[config.mk]
export PLATFORM = sky130hd
export DESIGN_NAME = oad_top
export DESIGN_NICKNAME = d
export VERILOG_FILES = /design/src/oad_pkg.sv /design/src/oad_top.sv /design/src/oad_addr_calc.sv
export VERILOG_INCLUDE_DIRS = /design/src
export SDC_FILE = /design/constraint.sdc
export NUM_CORES = 1
export LEC_CHECK = 0
export ABC_AREA = 1
export BUFFER_PORTS_ARGS = -buffer_cell sky130_fd_sc_hd__buf_2
export CAP_MARGIN = 25
export CORE_MARGIN = 2
export CORE_UTILIZATION = 47
export CTS_CLUSTER_DIAMETER = 200
export DETAILED_ROUTE_END_ITERATION = 10
export PLACE_DENSITY = 0.77
export SLEW_MARGIN = 20
export SYNTH_ARGS = -nofsm -noshare
export SYNTH_HDL_FRONTEND = slang
export SYNTH_SLANG_ARGS = --single-unit
[constraint.sdc]
create_clock -name clk -period 1.7 [get_ports clk]
set_input_delay 0.425 -clock clk [delete_from_list [all_inputs] [get_ports clk]]
set_output_delay 0.425 -clock clk [all_outputs]
set_load 0.05 [all_outputs]
[src/oad_cfg.svh]
// Constants for the operand address decoder
`ifndef OAD_CFG_SVH
`define OAD_CFG_SVH

// ----------------------------------------
// Instruction field positions
// ----------------------------------------
`define OAD_FILE_LSB      0
`define OAD_FILE_MSB      7
`define OAD_ACCESS_BIT    8
`define OAD_DEST_BIT      9
`define OAD_OPC_LSB       10
`define OAD_OPC_MSB       15
`define OAD_OPC_ADD_WREG  6'h09
`define OAD_FORCED_MIN    8'h60
`define OAD_FORCED_BANK   6'h3f

// ----------------------------------------
// Register map
// ----------------------------------------
`define OAD_REG_CTRL      4'h0
`define OAD_REG_IPTR      4'h4
`define OAD_REG_BANK      4'h8
`define OAD_REG_STAT      4'hc
`define OAD_CTRL_RST      1'h0
`define OAD_IPTR_RST      14'h0000
`define OAD_BANK_RST      6'h00

`endif

[src/oad_pkg.sv]
// Types for the operand address decoder
package oad_pkg;
   typedef enum logic [2:0] {
      OAD_MODE_FORCED  = 3'b001,
      OAD_MODE_INDEXED = 3'b010,
      OAD_MODE_LONG    = 3'b100
   } oad_mode_type;
endpackage : oad_pkg

[src/oad_top.sv]
// Operand address decoder with AXI4-Lite register slave
// Function
// - Three modes only when extended set enabled
// - Word: six opcode, d, a, 8-bit f
// - a=0, f>=60h selects Direct Forced
// - Forced f maps to 3F60h..3FFFh, bank 63
// - Forced mode never reaches below 60h
// - a=0, f<=5Fh selects Indexed Literal Offset
// - Indexed address is pointer plus f
// - a=1 always selects Direct Long
// - Long bank comes from bank select
//
// Implementation choices: the AXI4-Lite interface to the registers and the register offsets.
`timescale 1ns/1ps
`default_nettype none
`include "oad_cfg.svh"
module oad_top
   import oad_pkg::*;
(
   input  wire logic        clk,
   input  wire logic        nrst,
   input  wire logic        instr_valid,
   input  wire logic [15:0] instr,
   output logic             addr_valid,
   output logic [13:0]      addr,
   output logic [2:0]       mode,
   output logic             dest_is_file,
   output logic             is_add_wreg_to_file,
   input  wire logic [3:0]  s_axi_awaddr,
   input  wire logic        s_axi_awvalid,
   output logic             s_axi_awready,
   input  wire logic [31:0] s_axi_wdata,
   input  wire logic [3:0]  s_axi_wstrb,
   input  wire logic        s_axi_wvalid,
   output logic             s_axi_wready,
   output logic [1:0]       s_axi_bresp,
   output logic             s_axi_bvalid,
   input  wire logic        s_axi_bready,
   input  wire logic [3:0]  s_axi_araddr,
   input  wire logic        s_axi_arvalid,
   output logic             s_axi_arready,
   output logic [31:0]      s_axi_rdata,
   output logic [1:0]       s_axi_rresp,
   output logic             s_axi_rvalid,
   input  wire logic        s_axi_rready
);
   typedef struct packed {
      logic        ext_en;
      logic [13:0] iptr;
      logic [5:0]  bank;
      logic        aw_got;
      logic [3:0]  aw_addr;
      logic        w_got;
      logic [31:0] w_data;
      logic [3:0]  w_strb;
      logic        bvalid;
      logic [1:0]  bresp;
      logic        rvalid;
      logic [31:0] rdata;
      logic [1:0]  rresp;
      logic        addr_valid;
      logic [13:0] addr;
      logic [2:0]  mode;
      logic        dest;
      logic        is_add;
   } oad_state_type;

   oad_state_type s_q;
   oad_state_type s_d;
   logic [13:0]   calc_addr;
   oad_mode_type  calc_mode;

   // ----------------------------------------
   // Address former
   // ----------------------------------------
   oad_addr_calc u_calc (
      .instr  (instr),
      .ext_en (s_q.ext_en),
      .iptr   (s_q.iptr),
      .bank   (s_q.bank),
      .addr   (calc_addr),
      .mode   (calc_mode)
   );

   // ----------------------------------------
   // Next state
   // ----------------------------------------
   always_comb begin
      s_d = s_q;
      s_d.addr_valid = instr_valid;
      if (instr_valid) begin
         s_d.addr   = calc_addr;
         s_d.mode   = calc_mode;
         s_d.dest   = instr[`OAD_DEST_BIT];
         s_d.is_add = instr[`OAD_OPC_MSB:`OAD_OPC_LSB] == `OAD_OPC_ADD_WREG;
      end
      // Write channel capture, either order
      if (s_axi_awvalid && !s_q.aw_got) begin
         s_d.aw_got  = 1'b1;
         s_d.aw_addr = s_axi_awaddr;
      end
      if (s_axi_wvalid && !s_q.w_got) begin
         s_d.w_got  = 1'b1;
         s_d.w_data = s_axi_wdata;
         s_d.w_strb = s_axi_wstrb;
      end
      if (s_q.aw_got && s_q.w_got && !s_q.bvalid) begin
         s_d.aw_got = 1'b0;
         s_d.w_got  = 1'b0;
         s_d.bvalid = 1'b1;
         s_d.bresp  = 2'h0;
         unique case (s_q.aw_addr)
            `OAD_REG_CTRL: begin
               if (s_q.w_strb[0]) s_d.ext_en = s_q.w_data[0];
            end
            `OAD_REG_IPTR: begin
               if (s_q.w_strb[0]) s_d.iptr[7:0] = s_q.w_data[7:0];
               if (s_q.w_strb[1]) s_d.iptr[13:8] = s_q.w_data[13:8];
            end
            `OAD_REG_BANK: begin
               if (s_q.w_strb[0]) s_d.bank = s_q.w_data[5:0];
            end
            `OAD_REG_STAT: ;
            default: s_d.bresp = 2'h2;
         endcase
      end
      if (s_q.bvalid && s_axi_bready) s_d.bvalid = 1'b0;
      // Read channel
      if (s_axi_arvalid && !s_q.rvalid) begin
         s_d.rvalid = 1'b1;
         s_d.rresp  = 2'h0;
         unique case (s_axi_araddr)
            `OAD_REG_CTRL: s_d.rdata = {31'h0, s_q.ext_en};
            `OAD_REG_IPTR: s_d.rdata = {18'h0, s_q.iptr};
            `OAD_REG_BANK: s_d.rdata = {26'h0, s_q.bank};
            `OAD_REG_STAT: s_d.rdata = {12'h0, s_q.mode, s_q.addr_valid, 2'h0, s_q.addr};
            default: begin
               s_d.rdata = 32'h0;
               s_d.rresp = 2'h2;
            end
         endcase
      end else if (s_q.rvalid && s_axi_rready) begin
         s_d.rvalid = 1'b0;
      end
   end

   // ----------------------------------------
   // State register
   // ----------------------------------------
   always_ff @(posedge clk) begin
      if (!nrst) begin
         s_q        <= '0;
         s_q.ext_en <= `OAD_CTRL_RST;
         s_q.iptr   <= `OAD_IPTR_RST;
         s_q.bank   <= `OAD_BANK_RST;
         s_q.mode   <= OAD_MODE_LONG;
      end else begin
         s_q <= s_d;
      end
   end

   assign addr_valid          = s_q.addr_valid;
   assign addr                = s_q.addr;
   assign mode                = s_q.mode;
   assign dest_is_file        = s_q.dest;
   assign is_add_wreg_to_file = s_q.is_add;
   assign s_axi_awready       = !s_q.aw_got;
   assign s_axi_wready        = !s_q.w_got;
   assign s_axi_bvalid        = s_q.bvalid;
   assign s_axi_bresp         = s_q.bresp;
   assign s_axi_arready       = !s_q.rvalid;
   assign s_axi_rvalid        = s_q.rvalid;
   assign s_axi_rdata         = s_q.rdata;
   assign s_axi_rresp         = s_q.rresp;
endmodule : oad_top
`default_nettype wire

[src/oad_addr_calc.sv]
// Combinational address former for one operand
`timescale 1ns/1ps
`default_nettype none
`include "oad_cfg.svh"
module oad_addr_calc
   import oad_pkg::*;
(
   input  wire logic [15:0]  instr,
   input  wire logic         ext_en,
   input  wire logic [13:0]  iptr,
   input  wire logic [5:0]   bank,
   output var  logic [13:0]  addr,
   output var  oad_mode_type mode
);
   logic [7:0] file_f;
   logic       acc;

   always_comb begin
      file_f = instr[`OAD_FILE_MSB:`OAD_FILE_LSB];
      acc    = instr[`OAD_ACCESS_BIT];
      if (acc || !ext_en) begin
         mode = OAD_MODE_LONG;
         addr = {bank, file_f};
      end else if (file_f >= `OAD_FORCED_MIN) begin
         mode = OAD_MODE_FORCED;
         addr = {`OAD_FORCED_BANK, file_f};
      end else begin
         mode = OAD_MODE_INDEXED;
         addr = iptr + {6'h00, file_f};
      end
   end
endmodule : oad_addr_calc
`default_nettype wire

==> flow_summary_export.csv <==
group,metric,value,unit
job,cap_violations,0,
clock_network,clkSlewWorstSetupHoldPaths,0.08,ns
sta,finalSetupViolations,0,
pwr,p_int,2.86,mW
layout,fillers,891,
detailed_routing,first_pass_iters,5,
clock_network,clkLatencyLatePin,0.35,ns
layout,num-nets-final,758,
floorplanning,die_y,100,um
synth,ys_seq_area_frac,0.391,
worst_setup_path,r2r_cells,10,
worst_setup_path,cp-end-kind,"flop",
worst_setup_path,cp_slowest_cell,"fa_2",
sta,final.setup.worst_slack,0.0300,ns
placement,routabilityCongestion,0.921,
sta,rsz0062_at_grt,"true",
pwr,sw_frac_of_total,0.297,
worst_setup_path,crit_path_cell_trace,"ha_4 -> fa_2 -> nand3_2 -> nand2_2 -> nand2_2 -> nand2_4 -> a21oi_2 -> o21ai_1 -> nand2_1 -> a21oi_1",
sta,fmax,599,MHz
worst_setup_path,cp-start-kind,"flop",
worst_setup_path,path_class,"flop to flop",
sta,skew,0.0118,ns
sta,slew_headroom,0.607,
layout,regArea,1710,um2
clock_network,numCtsBuffers,9,
hold_path,hold_path_class,"primary input to flop",
layout,diodes,0,
layout,layout-drive-gt1-share,0.259,
floorplanning,io_pins,129,
placement,dpl.hpwl,7900,um
detailed_routing,vias,3961,
worst_setup_path,critPathMostFrequentCell,"nand2_2",
synth,synth-edff-count,0,
worst_setup_path,worst-path-buf-inv,0,
worst_setup_path,max_stage_delay,0.41,ns
pwr,powerDensity,800,nW/um2
synth,synth_top_flop_cell,"dfxtp_1",
synth,postSynth.asyncResetShare,0,
worst_setup_path,cp.required,1.95,ns
global_route,grt_pass1_wl,16500,um
worst_setup_path,path_delay_family,"adder cells",
global_route,antenna_found_initial,0,
global_route,grt_pass1_vias,3546,
floorplanning,die_w,100,um
floorplanning,start_util,0.478,
synth,synth.avg_cell_area,7.17,um2
synth,syn_inst,607,
pwr,peakVddDrop,0.000698,V
clock_network,ctsHoldBuffers,0,
pwr,combPwrFrac,0.155,
worst_setup_path,r2r_start,"s_q[106]",
layout,multiInputGateArea,2100,um2
status,status,"completed",
pwr,p_sw,1.20,mW
detailed_routing,ant_nets,0,
sta,fin_worst_hold_slack,0.251,ns
synth,synth_top_area_frac,0.391,
detailed_routing,drt_iter0_drc,147,
synth,synthTopCellsByCount,"120 x nand2_1, 85 x dfxtp_1, 68 x a21oi_1, 61 x inv_1, 58 x nor2_1",
synth,yosys.area.top_type,"dfxtp_1",
worst_setup_path,crit_end,"addr[8]",
sta,hold_violations,0,
sta,post-route-period-util,0.982,
clock_network,ctsLongestPathBuffers,2,
worst_setup_path,cp.depth,10,
worst_setup_path,cp.arrival,1.92,ns
global_route,grt_usage,0.204,
synth,mappedNetlistArea,4350,um2
synth,synthDistinctLibCells,39,
worst_setup_path,timing.rr.end,"addr[8]",
detailed_routing,drc,0,
worst_setup_path,crit_start,"s_q[106]",
global_route,grt_max_degree,41,
floorplanning,rows,35,
worst_setup_path,r2r_setup_slack,0.03,ns
clock_network,cts_tree,"built",
floorplanning,die_area,10000,um2
placement,pre_cts_ws,-0.291,ns
layout,area_growth,16.6,%
synth,ys_ff_latch,85,
layout,utilization,0.557,
synth,synth_area_leaders,"dfxtp_1 39%, nand2_1 10%, buf_4 9.7%, a21oi_1 7.8%, o21ai_0 6.6%",
clock_network,cts.sink_count,85,
floorplanning,core-area,9110,um2
pwr,p_seq_frac,0.521,
global_route,grt-ovfl-total,0,
sta,fin_crit,1.67,ns
sta,tightest_slew,0.589,ns
clock_network,htree_levels,3,
pwr,clock_power_share,0.324,
clock_network,cts_root_buf,"clkbuf_8",
worst_setup_path,crit_fanout,6,
synth,ys_warn_count,0,
placement,placement.io_buffers,92,
sta,slew_viol_final,0,
detailed_routing,wire_per_inst,13.1,um
detailed_routing,vias_per_cell,4.97,
pwr,p_leak,2.29,nW
synth,synth.most_common_cell,"nand2_1",
detailed_routing,totalWireLength,10500,um
==> worst min-delay path by stage <==
stage | from | to | slack [ns] | depth (start not counted)
finish | s_axi_bready | s_axi_bvalid | 0.25 | 2
global route | s_axi_bready | s_axi_bvalid | 0.24 | 2
CTS | s_axi_bready | s_axi_bvalid | 0.24 | 2
detailed placement | s_q[74] | s_q[118] | 0.45 | 2
global placement | s_q[71] | s_q[71] | 0.44 | 2
floorplan | s_q[70] | s_q[114] | 0.43 | 2
==> cells by family after synthesis <==
family / Yosys count / synth area share
flip-flops: 85 / 0.391
XOR/XNOR: 4 / 0.00805
AND/OR/NAND/NOR: 220 / 0.218
buffers and inverters: 140 / 0.171
AO/OA/AOI/OAI: 148 / 0.183
adder cells (fa/ha/maj): 9 / 0.0276
other: 1 / 0.000861
==> state kept, by name, indices dropped and copies added, names as in the netlist <==
register and flops:
s_axi_bvalid 1, s_axi_rresp 1, addr_valid 1, s_axi_bresp 1, mode 3, is_add_wreg_to_file 1, s_axi_rvalid 1, s_axi_rdata 18
addr 14, s_q 43, dest_is_file 1
==> per-stage QoR <==
stage	std cells	power, mW	cell area [um2]	TNS, ns
floorplan	622	2.64	4430	-0.00434
global placement	780	2.76	4760	-1.04
detailed placement	780	2.77	4760	-1.32
CTS	796	4.07	4940	0
global route	797	4.23	5080	-0.0796
finish	797	4.06	5080	0
==> cells in the final DEF, fill, tap and decap left out, types with 3 or more instances in the layout <==
cell	n
nor2_1	57
inv_2	4
buf_4	29
o21ai_1	4
clkinvlp_4	3
dfxtp_2	4
nand2_1	115
dfxtp_1	81
a21oi_2	5
buf_2	92
nand3_1	24
o211ai_1	9
o21ai_0	55
clkbuf_8	11
o21ai_2	4
conb_1	16
a21oi_1	64
inv_1	60
ha_4	6
nand2_2	4
nor2_4	3
==> power groups by stage <==
stage               logic, mW  registers, mW  clock network, mW
floorplan               0.469           2.17                  0
global placement        0.602           2.16                  0
detailed placement      0.613           2.16                  0
CTS                     0.616           2.11               1.34
global route            0.689           2.12               1.42
finish                  0.631           2.12               1.31
==> area by class of cell <==
class	count	share of cell area
tap	111	0.0274
multi-input combinational	397	0.414
clock buffer	13	0.0313
inverter	66	0.0495
timing repair buffer	122	0.138
sequential	85	0.336
clock inverter	3	0.00394
==> timing repair <==
item,CTS,global route
setup endpoints to repair,3,10
gates resized for setup,2,23
pin swaps,1,3
setup buffers,0,1
==> metal layers <==
metal / part of all wire / GRT usage / wire length (um)
met4: 0.015 / 0.0474 / 162
met5: 0 / 0 / 0
met3: 0.049 / 0.0369 / 517
met2: 0.48 / 0.347 / 4990
met1: 0.46 / 0.268 / 4790
Note: power is estimated with default switching activity, not from simulation.
